File: src/pkg/misc_cfg_defines.svh
`ifndef MISC_CFG_DEFINES_SVH
`define MISC_CFG_DEFINES_SVH
// Functional notes
// - Bits 31-16 always read zero
// - Bit 15 drives power capability bit 15
// - Bits 14-11 always read zero
// - Bit 10 lets wake ignore master gate
// - Link vendor bit 26 mirrors bit 10
// - One or two phase reads use Memory Read
// - Longer reads: field picks read command
// - EEPROM word 12 bits 1-0 load field
// - Bits 7-5 always read zero
// - Bit 4 clear: idle link access aborts
// - Bit 4 set: idle link access returns FFFFFFFFh
// - Bit 3 routes pins to EEPROM bus
// - Bit 2 bypasses serial clock gate
// - Bit 1 bypasses host clock gate
// - Bit 0 keeps host clock running
// - Read command field resets to 00

// ==========================================
// Register placement and reset
`define MCFG_OFFSET      8'hF0
`define MCFG_RESET       32'h0000_0000
`define MCFG_WRITE_MASK  32'h0000_871F

// ==========================================
// Field positions
`define BIT_WAKE_COLD    15
`define BIT_WAKE_IGN     10
`define BIT_RDSEL_HI     9
`define BIT_RDSEL_LO     8
`define BIT_SUP_ABORT    4
`define BIT_PIN_ROUTE    3
`define BIT_SCLK_BYP     2
`define BIT_HCLK_BYP     1
`define BIT_KEEP_HCLK    0

// ==========================================
// Read command selection and bus commands
`define RDSEL_LINE       2'h0
`define RDSEL_PLAIN      2'h1
`define RDSEL_MULTIPLE   2'h2
`define CMD_MEM_READ     4'h6
`define CMD_MEM_READ_LN  4'hE
`define CMD_MEM_READ_MUL 4'hC
`define SHORT_READ_MAX   8'h02

// ==========================================
// EEPROM load and link fill
`define EE_RDSEL_WORD    8'h0C
`define LINK_FILL_DATA   32'hFFFF_FFFF

`endif

File: src/pkg/misc_cfg_pkg.sv
`default_nettype none
package misc_cfg_pkg;

	// ==========================================
	// Configuration access request
	typedef struct packed {
		logic        sel;
		logic        wr;
		logic [7:0]  addr;
		logic [3:0]  be;
		logic [31:0] wdata;
	} cfg_req_s;

	// EEPROM initial load word
	typedef struct packed {
		logic        valid;
		logic [7:0]  addr;
		logic [15:0] data;
	} ee_word_s;

	// Link register access
	typedef struct packed {
		logic        valid;
		logic        sclk_active;
		logic [31:0] rdata;
	} link_req_s;

	// Writable fields
	typedef struct packed {
		logic       wake_cold;
		logic       wake_ign;
		logic [1:0] rd_sel;
		logic       sup_abort;
		logic       pin_route;
		logic       sclk_byp;
		logic       hclk_byp;
		logic       keep_hclk;
	} fields_s;

	// Whole block state
	typedef struct packed {
		fields_s     f;
		logic        ack;
		logic [31:0] rdata;
		logic        wake;
		logic        rd_vld;
		logic [3:0]  rd_cmd;
		logic        lk_done;
		logic        lk_abort;
		logic [31:0] lk_rdata;
	} state_s;

endpackage
`default_nettype wire

File: src/logic/misc_host_config_register.sv
`timescale 1ns/10ps
`default_nettype none
`include "misc_cfg_defines.svh"
module misc_host_config_register
(
	// Clock and reset
	input  wire logic                   ref_clk_in,
	input  wire logic                   reset_in,
	// Configuration access
	input  wire misc_cfg_pkg::cfg_req_s cfg_req_in,
	output logic                        cfg_ack_out,
	output logic [31:0]                 cfg_rdata_out,
	// EEPROM initial load
	input  wire misc_cfg_pkg::ee_word_s ee_word_in,
	// Wake generation
	input  wire logic                   irq_pending_in,
	input  wire logic                   master_interrupt_gate_in,
	output logic                        wake_event_out,
	output logic                        pm_cap_wake_cold_out,
	output logic                        link_vendor_bit26_out,
	// Bus master read
	input  wire logic                   rd_req_in,
	input  wire logic [7:0]             rd_phases_in,
	output logic                        rd_cmd_valid_out,
	output logic [3:0]                  rd_cmd_out,
	// Link register access
	input  wire misc_cfg_pkg::link_req_s link_req_in,
	output logic                        link_done_out,
	output logic                        link_abort_out,
	output logic [31:0]                 link_rdata_out,
	// General pins and EEPROM bus
	input  wire logic                   general_pin_three_in,
	input  wire logic                   general_pin_two_in,
	input  wire logic                   gpio_three_drive_in,
	input  wire logic                   gpio_three_oe_in,
	input  wire logic                   gpio_two_drive_in,
	input  wire logic                   gpio_two_oe_in,
	output logic                        general_pin_three_out,
	output logic                        general_pin_three_oe_out,
	output logic                        general_pin_two_out,
	output logic                        general_pin_two_oe_out,
	output logic                        gpio_three_seen_out,
	output logic                        gpio_two_seen_out,
	input  wire logic                   ee_clk_drive_in,
	input  wire logic                   ee_clk_oe_in,
	input  wire logic                   ee_data_drive_in,
	input  wire logic                   ee_data_oe_in,
	input  wire logic                   ee_clk_pin_in,
	input  wire logic                   ee_data_pin_in,
	output logic                        ee_clk_out,
	output logic                        ee_clk_oe_out,
	output logic                        ee_data_out,
	output logic                        ee_data_oe_out,
	// Clock control
	input  wire logic                   sclk_gate_en_in,
	input  wire logic                   hclk_gate_en_in,
	input  wire logic                   hclk_needed_in,
	output logic                        sclk_run_out,
	output logic                        hclk_run_out,
	output logic                        clkrun_keep_out
);
	import misc_cfg_pkg::*;

	// ==========================================
	// State
	state_s cur_reg;
	state_s cur_next;
	logic   hit;
	logic   long_rd;

	// Register image as software sees it
	function automatic logic [31:0] cfg_word(input fields_s f);
		logic [31:0] w;
		w = 32'h0000_0000;
		w[`BIT_WAKE_COLD] = f.wake_cold;
		w[`BIT_WAKE_IGN] = f.wake_ign;
		w[`BIT_RDSEL_HI:`BIT_RDSEL_LO] = f.rd_sel;
		w[`BIT_SUP_ABORT] = f.sup_abort;
		w[`BIT_PIN_ROUTE] = f.pin_route;
		w[`BIT_SCLK_BYP] = f.sclk_byp;
		w[`BIT_HCLK_BYP] = f.hclk_byp;
		w[`BIT_KEEP_HCLK] = f.keep_hclk;
		return w;
	endfunction

	// Bus read command from length and field
	function automatic logic [3:0] read_cmd(
		input logic [7:0] phases,
		input logic [1:0] sel
	);
		logic [3:0] c;
		c = `CMD_MEM_READ_LN;
		if (phases <= `SHORT_READ_MAX)
			c = `CMD_MEM_READ;
		else if (sel == `RDSEL_PLAIN)
			c = `CMD_MEM_READ;
		else if (sel == `RDSEL_MULTIPLE)
			c = `CMD_MEM_READ_MUL;
		return c;
	endfunction

	// ==========================================
	// Decode
	assign hit = cfg_req_in.sel && (cfg_req_in.addr[7:2] == 6'(`MCFG_OFFSET >> 2));
	assign long_rd = rd_phases_in > `SHORT_READ_MAX;

	// Next state
	always_comb
	begin
		cur_next = cur_reg;
		cur_next.ack = 1'h0;
		cur_next.rd_vld = 1'h0;
		cur_next.lk_done = 1'h0;
		cur_next.lk_abort = 1'h0;
		if (hit && !cfg_req_in.wr)
		begin
			cur_next.rdata = cfg_word(cur_reg.f);
			cur_next.ack = 1'h1;
		end
		if (hit && cfg_req_in.wr)
		begin
			cur_next.ack = 1'h1;
			// Only writable bits taken
			if (cfg_req_in.be[0])
			begin
				cur_next.f.sup_abort = cfg_req_in.wdata[`BIT_SUP_ABORT];
				cur_next.f.pin_route = cfg_req_in.wdata[`BIT_PIN_ROUTE];
				cur_next.f.sclk_byp = cfg_req_in.wdata[`BIT_SCLK_BYP];
				cur_next.f.hclk_byp = cfg_req_in.wdata[`BIT_HCLK_BYP];
				cur_next.f.keep_hclk = cfg_req_in.wdata[`BIT_KEEP_HCLK];
			end
			if (cfg_req_in.be[1])
			begin
				cur_next.f.wake_cold = cfg_req_in.wdata[`BIT_WAKE_COLD];
				cur_next.f.wake_ign = cfg_req_in.wdata[`BIT_WAKE_IGN];
				cur_next.f.rd_sel = cfg_req_in.wdata[`BIT_RDSEL_HI:`BIT_RDSEL_LO];
			end
		end
		// EEPROM load wins over a same-cycle write
		if (ee_word_in.valid && ee_word_in.addr == `EE_RDSEL_WORD)
			cur_next.f.rd_sel = ee_word_in.data[1:0];
		// Wake gated by master enable unless ignored
		cur_next.wake = irq_pending_in &&
			(master_interrupt_gate_in || cur_reg.f.wake_ign);
		if (rd_req_in)
		begin
			cur_next.rd_vld = 1'h1;
			cur_next.rd_cmd = read_cmd(rd_phases_in, cur_reg.f.rd_sel);
		end
		if (link_req_in.valid)
		begin
			cur_next.lk_done = 1'h1;
			cur_next.lk_rdata = link_req_in.rdata;
			if (!link_req_in.sclk_active)
			begin
				// Idle serial domain: abort or fill
				cur_next.lk_abort = !cur_reg.f.sup_abort;
				cur_next.lk_done = cur_reg.f.sup_abort;
				cur_next.lk_rdata = cur_reg.f.sup_abort ?
					`LINK_FILL_DATA : 32'h0000_0000;
			end
		end
	end

	// Register update
	always_ff @(posedge ref_clk_in)
	begin
		if (reset_in)
		begin
			cur_reg <= state_s'(0);
			cur_reg.f <= fields_s'(`MCFG_RESET);
		end
		else
			cur_reg <= cur_next;
	end

	// ==========================================
	// Outputs
	assign cfg_ack_out = cur_reg.ack;
	assign cfg_rdata_out = cur_reg.rdata;
	assign wake_event_out = cur_reg.wake;
	assign pm_cap_wake_cold_out = cur_reg.f.wake_cold;
	assign link_vendor_bit26_out = cur_reg.f.wake_ign;
	assign rd_cmd_valid_out = cur_reg.rd_vld;
	assign rd_cmd_out = cur_reg.rd_cmd;
	assign link_done_out = cur_reg.lk_done;
	assign link_abort_out = cur_reg.lk_abort;
	assign link_rdata_out = cur_reg.lk_rdata;

	// Pin routing onto the EEPROM bus
	assign general_pin_three_out = gpio_three_drive_in;
	assign general_pin_two_out = gpio_two_drive_in;
	assign general_pin_three_oe_out = gpio_three_oe_in && !cur_reg.f.pin_route;
	assign general_pin_two_oe_out = gpio_two_oe_in && !cur_reg.f.pin_route;
	assign ee_clk_out = cur_reg.f.pin_route ? gpio_three_drive_in : ee_clk_drive_in;
	assign ee_clk_oe_out = cur_reg.f.pin_route ? gpio_three_oe_in : ee_clk_oe_in;
	assign ee_data_out = cur_reg.f.pin_route ? gpio_two_drive_in : ee_data_drive_in;
	assign ee_data_oe_out = cur_reg.f.pin_route ? gpio_two_oe_in : ee_data_oe_in;
	assign gpio_three_seen_out = cur_reg.f.pin_route ? ee_clk_pin_in : general_pin_three_in;
	assign gpio_two_seen_out = cur_reg.f.pin_route ? ee_data_pin_in : general_pin_two_in;

	// Clock gate bypass and keep-running request
	assign sclk_run_out = sclk_gate_en_in || cur_reg.f.sclk_byp;
	assign hclk_run_out = hclk_gate_en_in || cur_reg.f.hclk_byp;
	assign clkrun_keep_out = hclk_needed_in || cur_reg.f.keep_hclk;
endmodule
`default_nettype wire

File: config.mk
export PLATFORM = sky130hd
export DESIGN_NAME = misc_host_config_register
export DESIGN_NICKNAME = d
export VERILOG_FILES = /design/src/pkg/misc_cfg_pkg.sv /design/src/logic/misc_host_config_register.sv
export VERILOG_INCLUDE_DIRS = /design/src /design/src/pkg
export SDC_FILE = /design/constraint.sdc
export NUM_CORES = 1
export LEC_CHECK = 0
export BUFFER_PORTS_ARGS = -buffer_cell sky130_fd_sc_hd__buf_2
export CELL_PAD_IN_SITES_DETAIL_PLACEMENT = 1
export CELL_PAD_IN_SITES_GLOBAL_PLACEMENT = 2
export CORE_MARGIN = 2
export CORE_UTILIZATION = 19
export CTS_CLUSTER_DIAMETER = 30
export DETAILED_ROUTE_END_ITERATION = 8
export PLACE_DENSITY_LB_ADDON = 0.1
export SYNTH_ARGS = -nofsm -noshare
export SYNTH_HDL_FRONTEND = slang
export SYNTH_SLANG_ARGS = --single-unit
File: constraint.sdc
create_clock -name ref_clk_in -period 1.4 [get_ports ref_clk_in]
set_input_delay 0.14 -clock ref_clk_in [delete_from_list [all_inputs] [get_ports ref_clk_in]]
set_output_delay 0.14 -clock ref_clk_in [all_outputs]
set_load 0.05 [all_outputs]
## Word level (Yosys, flattened, before mapping)

Cells that the tools add are included.

| word-level totals | value |
|---|---|
| word-level logic and storage cells | 60 |
| input port bits | 133 |
| output and inout bits | 88 |
| bits in registers | 59 |

| cells by class | value |
|---|---|
| reduce and logical (&&, ||, !) cells | 21 |
| order comparisons | 1 |
| muxes and demuxes | 17 |
| equal/unequal tests | 4 |
| bitwise gates (word level) | 1 |

Operators with widths:

| kind | number |
|---|---|
| 2-to-1 mux 34 bit | 1 |
| 2-to-1 mux 33 bit | 1 |
| 2-to-1 mux 32 bit | 1 |
| 2-to-1 mux 5 bit | 2 |
| == test 8 x 4 -> 1 bit, second input constant | 1 |
| less-or-equal comparator 8 x 2 -> 1 bit, second input constant | 1 |
| 2-to-1 mux 4 bit | 2 |
| 2-to-1 mux 8 bit | 1 |
| logical AND 1 bit | 7 |
| == test 6 bit, second input constant | 1 |
| 2-to-1 mux 1 bit | 6 |
| 2-to-1 mux 2 bit | 3 |
| AND reduction 2 bit | 3 |
| logical OR 1 bit | 4 |
| nonzero test 2 bit | 2 |
| logical NOT 1 bit | 3 |
| OR reduction 3 bit | 1 |
| == test 2 x 1 -> 1 bit, second input constant | 1 |
| == test 2 bit, second input constant | 1 |
| OR reduction 2 bit | 1 |
| inverter 1 bit | 1 |

## Logic depth before layout (Yosys ltp)

| logic depth | value |
|---|---|
| depth in word-level cells | 6 |
| gate-level depth with buffers | 5 |
| mapped depth without buffers | 3 |

## Worst setup path before layout

Ideal clock, no wire load.

| timing | value |
|---|---|
| path type | input to register |
| from | in ee_word_in[20] in the netlist's numbering |
| to | reg cur_reg[79] in the netlist's numbering |
| data required time | 1.309 ns |
| arrival | 1.257 ns |
| path buffers | 0 |
| library setup time | 0.091 ns |
| slack | 0.052 ns |
| cell stages on the path | 3 |
| cells stage by stage | or4b_4 > or3_1 > a311oi_1 |

| between the ends | value |
|---|---|
| cells in the longest elaborated chain, start to end | 4 |

RTL lines:

| item | line | RTL |
|---|---|---|
| start: declaration | misc_host_config_register.sv:14 | `input wire misc_cfg_pkg::ee_word_s ee_word_in,` |
| == test 8 x 4 -> 1 bit (no line) (*) | n/a |  |
| logical AND 1 bit (no line) (*) | n/a |  |
| nonzero test 2 bit (no line) | n/a |  |
| AND reduction 2 bit (no line) | n/a |  |
| end signal: assignment | misc_host_config_register.sv:170 | `cur_reg <= state_s'(0);` |
| end signal: assignment | misc_host_config_register.sv:174 | `cur_reg <= cur_next;` |
| end: declaration | misc_host_config_register.sv:66 | `state_s cur_reg;` |

Every way passes the cells marked *; elsewhere a longest branch is shown, timed or not.
A chain may end at the register's enable or synchronous reset.

## Final worst setup path

| timing | value |
|---|---|
| from | reg cur_reg[76] in the netlist's numbering |
| to | out gpio_two_seen_out |

| between the ends | value |
|---|---|
| cells in the longest elaborated chain, start to end | 1 |

RTL lines:

| item | line | RTL |
|---|---|---|
| 2-to-1 mux 1 bit | misc_host_config_register.sv:200 | `assign gpio_two_seen_out = cur_reg.f.pin_route ? ee_data_pin_in : general_pin_two_in;` |
| end: declaration | misc_host_config_register.sv:43 | `output logic gpio_two_seen_out,` |

Every way passes these cells.

==> results.tsv <==
stage	metric	value	unit
min_path	Hold EP	link_abort_out	
route	final WL	9950	um
yosys	share of the synthesized area in the top cell type	38.8	%
clock_network	cts hold-fix bufs	0	
timing	Fin. Hold Viols	0	
route	Post-DRT Antenna Nets	0	
floorplanning	num rows	45	
global_route	largest net degree at the start of global routing	26	
yosys	post-synthesis sequential area ratio	38.8	%
critical_path	WP data arrival	1220	ps
yosys	Synth area leaders	dfxtp_1, buf_4, a22o_1	
floorplanning	core footprint	0.0153	mm^2
yosys	synthesized flop and latch total	58	
outcome	status	completed	
timing	crit share post-route	97.1	%
critical_path	CP Capture Type	primary output	
clock_network	clock sinks	58	
power_and_ir_drop	power per cell area	1230	mW/mm^2
placement	DP Area	0.00366	mm^2
final_layout	Finished Cell Area	0.00401	mm^2
route	DR vias/cell	4.11	
min_path	Hold Path Cell Cnt	2	
critical_path	Reg-to-Reg Start	cur_reg[77]	
yosys	number of cells produced by synthesis	327	
final_layout	Total Nets Final	571	
run	# Max-Cap Violations	0	
final_layout	Ant. Diodes	0	
route	1st-iter DRT viols	101	
timing	RSZ-0062 raised after global routing	yes	
route	total number of vias	2684	
floorplanning	I/O pin cnt	221	
yosys	mapped cell area	0.00299	mm^2
critical_path	reg-to-reg slack, setup	240	ps
placement	IO buf count	155	
final_layout	layout cells sized above 1	45.5	%
timing	f_max	0.736	GHz
critical_path	Critical Path Start Type	register	
clock_network	TritonCTS clock tree	built	
critical_path	terminus of the critical flop-to-flop path	link_rdata_out[8]	
clock_network	clock buffer depth	2	
yosys	most common cell in the netlist	buf_4	
global_route	total grt overflow	0	
final_layout	area grow syn2layout	34.0	%
floorplanning	Die Y	129	um
placement	RePlAce Congestion	0.735	
final_layout	number of flip-flops in the largest register	32	
placement	Post-DP HPWL	7430	um
yosys	Post-Synth Simple-Gate Area	18.7	%
route	mean routed wirelength per cell	15.2	um
route	Detailed Routing Iterations Pass 1	4	
min_path	hold crit path type	in2reg	
critical_path	critical path class	reg2out	
global_route	GRT Overall Usage	11.9	%
yosys	fraction of synthesis flops using an asynchronous set or reset pin	0	%
global_route	antenna violations before repair	0	
timing	Clock Skew	6.83	ps
yosys	compound-cell area share of the yosys netlist	19.1	%
timing	final worst path period need	1360	ps
timing	Final setup viols	0	
critical_path	crit-path max FO	8	
yosys	Synth Flop Type	dfxtp_1	
yosys	Syn Area/Cell	9.15	um^2
yosys	top cells by instance count after synthesis	buf_4, dfxtp_1, nand2b_1	
yosys	Post-synth EDFFs	0	
critical_path	reg2reg path depth	2	
power_and_ir_drop	peak supply drop	0.492	mV
yosys	yosys warns	0	
yosys	Yosys cell types	32	
global_route	number of global-route vias before repair	2758	
route	DRC Markers	0	
timing	max-slew violations	0	
yosys	Post-Synth Adder-Cell Area	0	%
floorplanning	Starting Density	19.5	%
clock_network	clk root buf	clkbuf_16	
global_route	first-pass GRT wire length	15200	um
clock_network	Num CTS Buffers	9	
yosys	main combinational cell family by area after synthesis	buffers and inverters	
clock_network	clock-pin slew on the worst setup and hold paths	50	ps
yosys	XOR/XNOR Fraction of Synth Area	0	%
floorplanning	die area	0.0168	mm^2
clock_network	Worst-Skew Late Latency	330	ps
min_path	Hold Path Origin	link_req_in[32]	
critical_path	Req. time, crit path	1260	ps
yosys	post-synthesis mux area share	2.26	%
power_and_ir_drop	P_leak	0.00182	uW
clock_network	Max H-tree Level	3	
power_and_ir_drop	overall power	4930	uW
floorplanning	Die W	129	um
yosys	Yosys top cell by area	dfxtp_1	
## per-layer routing
metal / global-route usage, % / wire length [um] / vias to the layer above
met5: 0 / 0 / -
met3: 3.06 / 599 / 10
met1: 14.9 / 4470 / 1276
li1: - / - / 1313
met4: 5.31 / 170 / 0
met2: 19.5 / 4710 / 85
## final cells by class
class                   instances  area [um^2]
clock buffers                  13          270
clock inverters                 2         35.0
fillers                      1843        11300
inverters                       2         7.51
multi-input cells             195         1290
flip-flops and latches         58         1160
well taps                     211          264
repair buffers                172          978
## layout by cell type (no fill, tap or decap), types with 2 or more instances in the layout
cell	n
dfxtp_1	57
nand4b_1	9
inv_1	2
a22o_1	24
nand2b_1	28
buf_2	149
a311oi_1	10
o41ai_1	18
nor4_1	4
or2_2	3
nand4_1	10
nand2_1	10
mux2_2	6
buf_6	6
buf_4	14
clkbuf_16	9
clkbuf_8	3
nor3_1	2
conb_1	24
nor2b_1	3
and2_1	2
buf_12	3
a21oi_1	16
nor2_1	15
## power by group
part | leakage (uW) | total (uW) | switching, uW | internal (uW)
clock network | 0.000152 | 2250 | 743 | 1510
logic | 0.00119 | 938 | 665 | 273
registers | 0.000475 | 1740 | 30.0 | 1710
## critical path: stages, from the launching register on
cell and delay [ps]:
dfxtp_4 390, mux2_2 350, buf_6 150
## metrics by stage
stage          instances  hold slack, ps  setup TNS [ps]  setup slack [ps]  util [%]
2_1_floorplan        350             261               0              51.9         -
3_3_place_gp         637             400            -134             -86.1      23.9
3_5_place_dp         637             405            -184              -108      23.9
6_report             653            66.2               0              40.6      26.2
4_1_cts              653            53.9               0              9.69      26.2
5_1_grt              653            69.5           -3.63             -1.83      26.2
## how the worst max path moves through the flow
stage                                   end  cells after the start           start  slack [ps]
after floorplan                 cur_reg[79]                      3  ee_word_in[20]          50
after global placement          cur_reg[79]                      4  ee_word_in[20]         -90
after detailed placement        cur_reg[79]                      4  ee_word_in[20]        -110
after CTS                 gpio_two_seen_out                      2     cur_reg[76]          10
after global routing          ee_clk_oe_out                      2     cur_reg[76]          -2
final                     gpio_two_seen_out                      2     cur_reg[76]          40
## cells by family (layout without fill, tap and decap cells)
logic type             count (synthesis)  in the layout
buffers and inverters                 97            189
AO/OA/AOI/OAI                         72             72
other                                  1             24
multiplexers                           6              6
AND/OR/NAND/NOR                       93             93
flip-flops                            58             58
## what timing repair did
action | in CTS | in global routing
cloned | 0 | 0
resized for setup | 14 | 0
endpoints found under the hold margin | 0 | 0
endpoints found under the setup margin | 6 | 2
buffers inserted | 1 | 0
(Power assumes the default switching activity.)
